<file path="src/verilog/sd_pkg.sv">
// Constants, field layout and carrier types of the silent decay configuration bank
package sd_pkg;

  // ****************************************************************
  // Bus and register map
  // ****************************************************************
  localparam int ADDR_W = 8;
  localparam int DATA_W = 8;

  localparam logic [7:0] ADDR_CTRL_ONE  = 8'h31;
  localparam logic [7:0] ADDR_PROP_GAIN = 8'h32;
  localparam logic [7:0] ADDR_INTEG_GAIN = 8'h33;
  localparam logic [7:0] ADDR_GAIN_DIVS = 8'h34;
  localparam logic [7:0] ADDR_EXIT_THR  = 8'h35;

  localparam logic [7:0] RST_CTRL_ONE   = 8'h00;
  localparam logic [7:0] RST_PROP_GAIN  = 8'h00;
  localparam logic [7:0] RST_INTEG_GAIN = 8'h00;
  localparam logic [7:0] RST_GAIN_DIVS  = 8'h00;
  localparam logic [7:0] RST_EXIT_THR   = 8'hFF;
  localparam logic [7:0] RD_UNMAPPED    = 8'h00;

  // ****************************************************************
  // Field positions
  // ****************************************************************
  localparam int EN_BIT      = 0;
  localparam int PWM_LSB     = 2;
  localparam int SMPL_LSB    = 6;
  localparam int GAIN_LSB    = 0;
  localparam int GAIN_W      = 7;
  localparam int KP_DIV_LSB  = 0;
  localparam int KI_DIV_LSB  = 4;
  localparam int DIV_W       = 3;
  localparam int GAIN_FRAC_W = 9;
  localparam int EFF_W       = GAIN_W + GAIN_FRAC_W;

  // ****************************************************************
  // Timing
  // ****************************************************************
  localparam int CLK_HZ         = 50_000_000;
  localparam int SMPL_US_CODE0  = 2;
  localparam int SMPL_US_CODE1  = 3;
  localparam int SMPL_US_CODE2  = 4;
  localparam int SMPL_CYC_CODE0 = (CLK_HZ / 1_000_000) * SMPL_US_CODE0;
  localparam int SMPL_CYC_CODE1 = (CLK_HZ / 1_000_000) * SMPL_US_CODE1;
  localparam int SMPL_CYC_CODE2 = (CLK_HZ / 1_000_000) * SMPL_US_CODE2;
  localparam int SMPL_CNT_W     = 8;

  localparam int PWM_KHZ_CODE0 = 25;
  localparam int PWM_KHZ_CODE1 = 33;
  localparam int PWM_KHZ_CODE2 = 42;
  localparam int PWM_KHZ_CODE3 = 50;
  localparam int PWM_CYC_CODE0 = CLK_HZ / (PWM_KHZ_CODE0 * 1000);
  localparam int PWM_CYC_CODE1 = CLK_HZ / (PWM_KHZ_CODE1 * 1000);
  localparam int PWM_CYC_CODE2 = CLK_HZ / (PWM_KHZ_CODE2 * 1000);
  localparam int PWM_CYC_CODE3 = CLK_HZ / (PWM_KHZ_CODE3 * 1000);
  localparam int PWM_CNT_W     = 11;

  localparam int THR_HZ_PER_LSB = 2;
  localparam int FREQ_W         = 10;

  // Divider codes as right shift amounts
  localparam logic [3:0] SHIFT_CODE0 = 4'h5;
  localparam logic [3:0] SHIFT_CODE1 = 4'h6;
  localparam logic [3:0] SHIFT_CODE2 = 4'h7;
  localparam logic [3:0] SHIFT_CODE3 = 4'h8;
  localparam logic [3:0] SHIFT_CODE4 = 4'h9;
  localparam logic [3:0] SHIFT_DIV16 = 4'h4;
  localparam logic [3:0] SHIFT_NONE  = 4'h0;

  // ****************************************************************
  // Carriers
  // ****************************************************************
  typedef struct packed {
    logic [ADDR_W-1:0] addr;
    logic [DATA_W-1:0] wdata;
    logic              wr;
    logic              rd;
  } sd_bus_req_t;

  typedef struct packed {
    logic [EFF_W-1:0] kp_eff;
    logic [EFF_W-1:0] ki_eff;
  } sd_gains_t;

endpackage

</file>
<file path="src/verilog/sd_pwm_timer.sv">
// PWM period tick generator for the silent decay mode
`timescale 1ns/1ps
module sd_pwm_timer #(
  parameter int CNT_W = 11
) (
  input  wire logic             sys_clk,
  input  wire logic             reset_n,
  input  wire logic             run,
  input  wire logic [CNT_W-1:0] period,
  output logic                  tick_q
);

  logic [CNT_W-1:0] cnt_q;

  // Period taken at each tick, so a rate change lands on a period boundary
  always_ff @(posedge sys_clk) begin
    if (!reset_n || !run) begin
      cnt_q  <= '0;
      tick_q <= 1'b0;
    end else if (cnt_q == '0) begin
      cnt_q  <= period - CNT_W'(1);
      tick_q <= 1'b1;
    end else begin
      cnt_q  <= cnt_q - CNT_W'(1);
      tick_q <= 1'b0;
    end
  end

endmodule // sd_pwm_timer

</file>
<file path="src/verilog/sd_config_bank.sv">
// Silent decay configuration bank: registers, gain scaling, mode and timing
//
// Design decision made here: the plain strobed port.
`timescale 1ns/1ps

module sd_config_bank (
  input  wire logic                       sys_clk,
  input  wire logic                       reset_n,
  input  wire sd_pkg::sd_bus_req_t        bus_req,
  output logic [sd_pkg::DATA_W-1:0]       rd_data_q,
  input  wire logic [sd_pkg::FREQ_W-1:0]  sine_freq_hz,
  input  wire logic                       zero_cross,
  output logic                            mode_active_q,
  output logic                            sample_active_q,
  output logic                            pwm_tick,
  output sd_pkg::sd_gains_t               gains_q
);

  // ****************************************************************
  // Register storage
  // ****************************************************************
  logic [sd_pkg::DATA_W-1:0] ctrl_one_q;
  logic [sd_pkg::DATA_W-1:0] prop_gain_q;
  logic [sd_pkg::DATA_W-1:0] integ_gain_q;
  logic [sd_pkg::DATA_W-1:0] gain_divs_q;
  logic [sd_pkg::DATA_W-1:0] exit_thr_q;

  logic wr_ctrl;
  logic wr_prop;
  logic wr_integ;
  logic wr_divs;
  logic wr_thr;

  assign wr_ctrl  = bus_req.wr && (bus_req.addr == sd_pkg::ADDR_CTRL_ONE);
  assign wr_prop  = bus_req.wr && (bus_req.addr == sd_pkg::ADDR_PROP_GAIN);
  assign wr_integ = bus_req.wr && (bus_req.addr == sd_pkg::ADDR_INTEG_GAIN);
  assign wr_divs  = bus_req.wr && (bus_req.addr == sd_pkg::ADDR_GAIN_DIVS);
  assign wr_thr   = bus_req.wr && (bus_req.addr == sd_pkg::ADDR_EXIT_THR);

  // Reserved bits are plain storage and read back as written
  always_ff @(posedge sys_clk) begin
    if (!reset_n) begin
      ctrl_one_q <= sd_pkg::RST_CTRL_ONE;
    end else if (wr_ctrl) begin
      ctrl_one_q <= bus_req.wdata;
    end
  end

  always_ff @(posedge sys_clk) begin
    if (!reset_n) begin
      prop_gain_q  <= sd_pkg::RST_PROP_GAIN;
      integ_gain_q <= sd_pkg::RST_INTEG_GAIN;
    end else begin
      if (wr_prop) begin
        prop_gain_q <= bus_req.wdata;
      end
      if (wr_integ) begin
        integ_gain_q <= bus_req.wdata;
      end
    end
  end

  always_ff @(posedge sys_clk) begin
    if (!reset_n) begin
      gain_divs_q <= sd_pkg::RST_GAIN_DIVS;
    end else if (wr_divs) begin
      gain_divs_q <= bus_req.wdata;
    end
  end

  // A zero threshold would pin the mode off; such a write is dropped
  always_ff @(posedge sys_clk) begin
    if (!reset_n) begin
      exit_thr_q <= sd_pkg::RST_EXIT_THR;
    end else if (wr_thr && (bus_req.wdata != 8'h00)) begin
      exit_thr_q <= bus_req.wdata;
    end
  end

  // ****************************************************************
  // Read port
  // ****************************************************************
  always_ff @(posedge sys_clk) begin
    if (!reset_n) begin
      rd_data_q <= sd_pkg::RD_UNMAPPED;
    end else if (bus_req.rd) begin
      case (bus_req.addr)
        sd_pkg::ADDR_CTRL_ONE:   rd_data_q <= ctrl_one_q;
        sd_pkg::ADDR_PROP_GAIN:  rd_data_q <= prop_gain_q;
        sd_pkg::ADDR_INTEG_GAIN: rd_data_q <= integ_gain_q;
        sd_pkg::ADDR_GAIN_DIVS:  rd_data_q <= gain_divs_q;
        sd_pkg::ADDR_EXIT_THR:   rd_data_q <= exit_thr_q;
        default:                 rd_data_q <= sd_pkg::RD_UNMAPPED;
      endcase
    end else begin
      rd_data_q <= sd_pkg::RD_UNMAPPED;
    end
  end

  // ****************************************************************
  // Effective gains
  // ****************************************************************
  // Unlisted code 7 is taken as the reset divider
  function automatic logic [3:0] div_shift(input logic [2:0] code, input logic integ);
    logic [3:0] s;
    s = sd_pkg::SHIFT_CODE0;
    case (code)
      3'h0:    s = sd_pkg::SHIFT_CODE0;
      3'h1:    s = sd_pkg::SHIFT_CODE1;
      3'h2:    s = sd_pkg::SHIFT_CODE2;
      3'h3:    s = sd_pkg::SHIFT_CODE3;
      3'h4:    s = sd_pkg::SHIFT_CODE4;
      3'h5:    s = sd_pkg::SHIFT_DIV16;
      3'h6:    s = integ ? sd_pkg::SHIFT_NONE : sd_pkg::SHIFT_DIV16;
      default: s = sd_pkg::SHIFT_CODE0;
    endcase
    return s;
  endfunction

  logic [sd_pkg::GAIN_W-1:0] raw_prop_gain;
  logic [sd_pkg::GAIN_W-1:0] raw_integ_gain;
  logic [sd_pkg::DIV_W-1:0]  prop_gain_divider;
  logic [sd_pkg::DIV_W-1:0]  integ_gain_divider;

  assign raw_prop_gain      = prop_gain_q[sd_pkg::GAIN_LSB +: sd_pkg::GAIN_W];
  assign raw_integ_gain     = integ_gain_q[sd_pkg::GAIN_LSB +: sd_pkg::GAIN_W];
  assign prop_gain_divider  = gain_divs_q[sd_pkg::KP_DIV_LSB +: sd_pkg::DIV_W];
  assign integ_gain_divider = gain_divs_q[sd_pkg::KI_DIV_LSB +: sd_pkg::DIV_W];

  // Fraction bits kept so that small gains survive the divide
  always_ff @(posedge sys_clk) begin
    if (!reset_n) begin
      gains_q <= '0;
    end else begin
      gains_q.kp_eff <= sd_pkg::EFF_W'({raw_prop_gain, {sd_pkg::GAIN_FRAC_W{1'b0}}}
                        >> div_shift(prop_gain_divider, 1'b0));
      gains_q.ki_eff <= sd_pkg::EFF_W'({raw_integ_gain, {sd_pkg::GAIN_FRAC_W{1'b0}}}
                        >> div_shift(integ_gain_divider, 1'b1));
    end
  end

  // ****************************************************************
  // Mode control
  // ****************************************************************
  logic                      mode_enable;
  logic [sd_pkg::FREQ_W-1:0] exit_freq_hz;

  assign mode_enable  = ctrl_one_q[sd_pkg::EN_BIT];
  assign exit_freq_hz = sd_pkg::FREQ_W'(exit_thr_q * sd_pkg::THR_HZ_PER_LSB);

  always_ff @(posedge sys_clk) begin
    if (!reset_n) begin
      mode_active_q <= 1'b0;
    end else begin
      mode_active_q <= mode_enable && (sine_freq_hz <= exit_freq_hz);
    end
  end

  // ****************************************************************
  // PWM rate
  // ****************************************************************
  logic [sd_pkg::PWM_CNT_W-1:0] pwm_cycles;

  always_comb begin
    case (ctrl_one_q[sd_pkg::PWM_LSB +: 2])
      2'h0:    pwm_cycles = sd_pkg::PWM_CNT_W'(sd_pkg::PWM_CYC_CODE0);
      2'h1:    pwm_cycles = sd_pkg::PWM_CNT_W'(sd_pkg::PWM_CYC_CODE1);
      2'h2:    pwm_cycles = sd_pkg::PWM_CNT_W'(sd_pkg::PWM_CYC_CODE2);
      default: pwm_cycles = sd_pkg::PWM_CNT_W'(sd_pkg::PWM_CYC_CODE3);
    endcase
  end

  sd_pwm_timer #(
    .CNT_W (sd_pkg::PWM_CNT_W)
  ) u_pwm_timer (
    .sys_clk (sys_clk),
    .reset_n (reset_n),
    .run     (mode_active_q),
    .period  (pwm_cycles),
    .tick_q  (pwm_tick)
  );

  // ****************************************************************
  // Zero-cross sample window
  // ****************************************************************
  logic [sd_pkg::SMPL_CNT_W-1:0] smpl_cycles;
  logic [sd_pkg::SMPL_CNT_W-1:0] smpl_cnt_q;
  logic                          smpl_load;

  // Unlisted code 11 falls back to the longest window
  always_comb begin
    case (ctrl_one_q[sd_pkg::SMPL_LSB +: 2])
      2'h0:    smpl_cycles = sd_pkg::SMPL_CNT_W'(sd_pkg::SMPL_CYC_CODE0);
      2'h1:    smpl_cycles = sd_pkg::SMPL_CNT_W'(sd_pkg::SMPL_CYC_CODE1);
      default: smpl_cycles = sd_pkg::SMPL_CNT_W'(sd_pkg::SMPL_CYC_CODE2);
    endcase
  end

  // A crossing during an open window is ignored, not restarted
  assign smpl_load = zero_cross && mode_active_q && (smpl_cnt_q == '0);

  always_ff @(posedge sys_clk) begin
    if (!reset_n) begin
      smpl_cnt_q      <= '0;
      sample_active_q <= 1'b0;
    end else if (smpl_load) begin
      smpl_cnt_q      <= smpl_cycles;
      sample_active_q <= 1'b1;
    end else if (smpl_cnt_q != '0) begin
      smpl_cnt_q      <= smpl_cnt_q - sd_pkg::SMPL_CNT_W'(1);
      sample_active_q <= (smpl_cnt_q != sd_pkg::SMPL_CNT_W'(1));
    end
  end

  // ****************************************************************
  // Assertion helpers
  // ****************************************************************
  logic [sd_pkg::SMPL_CNT_W-1:0] smpl_len_q;
  logic [sd_pkg::SMPL_CNT_W-1:0] smpl_exp_q;
  logic [sd_pkg::PWM_CNT_W-1:0]  pwm_prev_q;
  logic [sd_pkg::PWM_CNT_W-1:0]  pwm_exp_q;
  logic [sd_pkg::PWM_CNT_W-1:0]  pwm_gap_q;
  logic                          pwm_seen_q;

  always_ff @(posedge sys_clk) begin
    if (!reset_n) begin
      smpl_len_q <= '0;
      smpl_exp_q <= '0;
    end else if (smpl_load) begin
      smpl_len_q <= sd_pkg::SMPL_CNT_W'(1);
      smpl_exp_q <= smpl_cycles;
    end else if (sample_active_q) begin
      smpl_len_q <= smpl_len_q + sd_pkg::SMPL_CNT_W'(1);
    end
  end

  always_ff @(posedge sys_clk) begin
    if (!reset_n || !mode_active_q) begin
      pwm_prev_q <= '0;
      pwm_exp_q  <= '0;
      pwm_gap_q  <= '0;
      pwm_seen_q <= 1'b0;
    end else begin
      pwm_prev_q <= pwm_cycles;
      pwm_gap_q  <= pwm_tick ? sd_pkg::PWM_CNT_W'(1) : pwm_gap_q + sd_pkg::PWM_CNT_W'(1);
      if (pwm_tick) begin
        pwm_exp_q  <= pwm_prev_q;
        pwm_seen_q <= 1'b1;
      end
    end
  end
endmodule // sd_config_bank

</file>
<file path="config.mk">
export PLATFORM = sky130hd
export DESIGN_NAME = sd_config_bank
export DESIGN_NICKNAME = d
export VERILOG_FILES = /design/src/verilog/sd_pkg.sv /design/src/verilog/sd_pwm_timer.sv /design/src/verilog/sd_config_bank.sv
export SDC_FILE = /design/constraint.sdc
export NUM_CORES = 1
export LEC_CHECK = 0
export ABC_CLOCK_PERIOD_IN_PS = 4700
export BUFFER_PORTS_ARGS = -buffer_cell sky130_fd_sc_hd__buf_2
export CAP_MARGIN = 5
export CORE_UTILIZATION = 40
export DETAILED_ROUTE_END_ITERATION = 16
export GPL_TIMING_DRIVEN = 0
export HOLD_SLACK_MARGIN = 0.12
export SLEW_MARGIN = 20
export SYNTH_ARGS = -nofsm -noshare
export SYNTH_HDL_FRONTEND = slang
export SYNTH_HIERARCHICAL = 1
export SYNTH_SLANG_ARGS = --single-unit
</file>
<file path="constraint.sdc">
create_clock -name sys_clk -period 4.7 [get_ports sys_clk]
set_input_delay 0.705 -clock sys_clk [delete_from_list [all_inputs] [get_ports sys_clk]]
set_output_delay 0.705 -clock sys_clk [all_outputs]
set_load 0.02 [all_outputs]
</file>
==> reports/metrics.yaml <==
synthesis:
  synth_area_leader_cell: "dfxtp_1"
  avgSynthCellArea_um2: 8.98
  synth_xor_area_share_pct: 0.472
  synthDominantCellAreaShare_pct: 36.7
  yosysMostFrequentCell: "dfxtp_1"
  synthTopCellsByCount: "102 x dfxtp_1, 84 x nor2_1, 57 x mux2i_1"
  synth_top_family_by_area: "simple AND/OR/NAND/NOR gates"
  synth_compound_area_share_pct: 17.2
  async_reset_ff_share_pct: 0
  synth-seq-area-share_pct: 36.7
  ys_top_cells_by_area: "dfxtp_1 37%, mux2i_1 10%, nor2_1 5.7%"
  yosysUniqueCellTypes: 79
  ys_ff_latch: 102
  syn_area_um2: 5570
  synth_adder_area_share_pct: 4.72
  syn_inst: 620
  yosysWarnings: 6
  synth_edf_count: 0
  muxShareOfSynthArea_pct: 12.9
  synth_ff_type: "dfxtp_1"
  synthSimpleGateAreaFrac_pct: 23.6
timing:
  finalClockSkew_ns: 0.00727
  hold_viol_final: 0
  min_period_over_period_pct: 48.9
  fmax_ghz: 0.436
  rsz0062_at_grt: "false"
  fin_setup_tns_ns: 0
  setup_violations: 0
  finalMaxSlewViolations: 0
  fin_crit_ns: 2.30
  relSlewSlack_pct: 42.9
  tightest_slew_ns: 0.850
drt:
  drcViolationCount: 0
  drt_wl_total_um: 15000
  vias: 4947
  ant_nets: 0
  viasPerCell: 5.59
  wl_per_cell_um: 16.9
  drt_iter0_markers: 491
  drtPass1Iterations: 5
power:
  powerDensity_nw_per_um2: 313
  ir_worst_vdd_mv: 0.209
  cellLeakagePower_uw: 0.00275
status:
  status: "finished, final reports clean"
cells_and_area:
  n_antenna_cell: 0
  fillCellCount: 1299
  num-nets-final: 756
  stdcell_count: 885
  drive_gt1_share_pct: 19.0
  synthToLayoutAreaGrowth_pct: 16.1
clocking:
  cts-root-buf: "clkbuf_16"
  clk_pin_slew_ns: 0.07
  cts_resized: 0
  insertion_delay_ns: 0.35
  clock_path_buffers: 2
  post-cts-setup-buffers: 0
  cts_hold_buf: 0
  cts_buffers: 9
  htree_levels: 3
  cts.sinks: 102
  cts_tree: "yes"
global_routing:
  busiest_layer: "met2"
  grt_pass1_wl_um: 24700
  grt_max_degree: 17
  antenna_found_initial: 0
  overflow: 0
  grt_use_met2_pct: 36.9
  grt_usage_pct: 22.0
  grt_pass1_vias: 4926
  grt.met3_usage_pct: 3.42
  met1_usage_pct: 27.2
floorplanning:
  ioPinCount: 74
  die-area_um2: 14400
  initial_core_util_pct: 41.6
  fp.dieH_um: 120
  rows: 42
  die_w_um: 120
  core_um2: 13400
critical_path:
  crit_arrival_ns: 2.59
  crit_chain: "inv_1 > ha_1 > or2_2 > nor4_1 > a21oi_1 > nor3_1 > mux2i_1"
  worst-setup-path-type: "register to register"
  endpoint_kind: "register"
  crit_path_start_kind: "register"
  slowest_stage: "dfxtp_1"
  required_ns: 4.99
  cp_max_fo: 6
  max_stage_delay_ns: 0.45
place:
  portBuffers: 71
  dp_hpwl_um: 11300
  gp_congestion: 0.927
  dpl.cell_count: 869
worst_hold_path:
  hp-class: "register to register"
job:
  maxCapViolations: 0
## cells by family after synthesis
kind of cell,count (synthesis)
other,1
buffers and inverters,56
xor gates and xnor gates,3
and+or+nand+nor,245
AOI/OAI and AO/OA,126
adders and majority gates,21
DFF,102
muxes,66
## area by class of cell
type	instances	area [um2]	area share, %
well taps	176	220	3.40
multi-input cells	464	3290	50.9
clock buffers	11	233	3.60
repair buffers	71	355	5.49
plain buffers	29	143	2.21
flip-flops and latches	102	2040	31.6
clock inverters	5	81.3	1.26
inverters	27	101	1.57
## flip-flops by register name, indices dropped and copies added, names as in the netlist
| name | count |
|---|---|
| prop_gain_q | 8 |
| smpl_cnt_q | 8 |
| u_pwm_timer/tick_q | 1 |
| u_pwm_timer/cnt_q | 11 |
| gain_divs_q | 8 |
| integ_gain_q | 8 |
| gains_q | 32 |
| sample_active_q | 1 |
| mode_active_q | 1 |
| exit_thr_q | 8 |
| rd_data_q | 8 |
| ctrl_one_q | 8 |
## worst paths after layout
check / start / endpoint / slack (ns) / cells after the start
max reg2reg: ctrl_one_q[3]$_SDFFE_PN0P_ / u_pwm_timer/cnt_q[9]$_SDFF_PP0_ / 2.40 / 7
min reg2reg: exit_thr_q[5]$_SDFFE_PN1P_ / exit_thr_q[5]$_SDFFE_PN1P_ / 0.49 / 2
min: exit_thr_q[5]$_SDFFE_PN1P_ / exit_thr_q[5]$_SDFFE_PN1P_ / 0.49 / 2
max: ctrl_one_q[3]$_SDFFE_PN0P_ / u_pwm_timer/cnt_q[9]$_SDFF_PP0_ / 2.40 / 7
## critical path: cells and delay by family (launching register included)
kind	cells	cell delay, ns
compound gates	1	0.20
buf+inv	1	0.12
flops	1	0.45
fa+ha+maj	1	0.23
simple gates	3	1.02
mux	1	0.20
## per-layer routing
metal | share of wire, % | wire length [um]
met1 | 45 | 6690
met3 | 5.3 | 791
met5 | 0 | 0
met2 | 47 | 7030
met4 | 3.0 | 454
## through the flow
stage	util (%)	power (uW)	worst slack, ns	hold WS [ns]	area, um2
after floorplan	-	1160	2.69	0.457	5580
after global placement	45.9	1240	2.28	0.473	6150
after detailed placement	45.9	1250	2.29	0.481	6150
after CTS	48.3	2040	2.40	0.492	6470
after global routing	48.3	2120	2.16	0.515	6470
final	48.3	2030	2.40	0.492	6470
## report_power, final
part	leakage, uW	internal [uW]	total [uW]	switching, uW
Clock	0.000150	468	796	328
Combinational	0.00177	121	295	174
Sequential	0.000823	896	935	38.3
## placed cells by master (no fill, tap or decap), drive strengths merged, types with 6 or more instances in the layout
master / n
a22oi: 13
a211oi: 7
inv: 28
nor4: 12
a21oi: 20
nand2b: 10
ha: 21
nor2: 86
clkbuf: 28
mux2i: 57
mux2: 6
nor3: 19
nand2: 52
nand3: 17
o22ai: 11
o21ai: 17
dfxtp: 102
buf: 83
or2: 11
No activity file was read; power rests on OpenSTA's default activity.
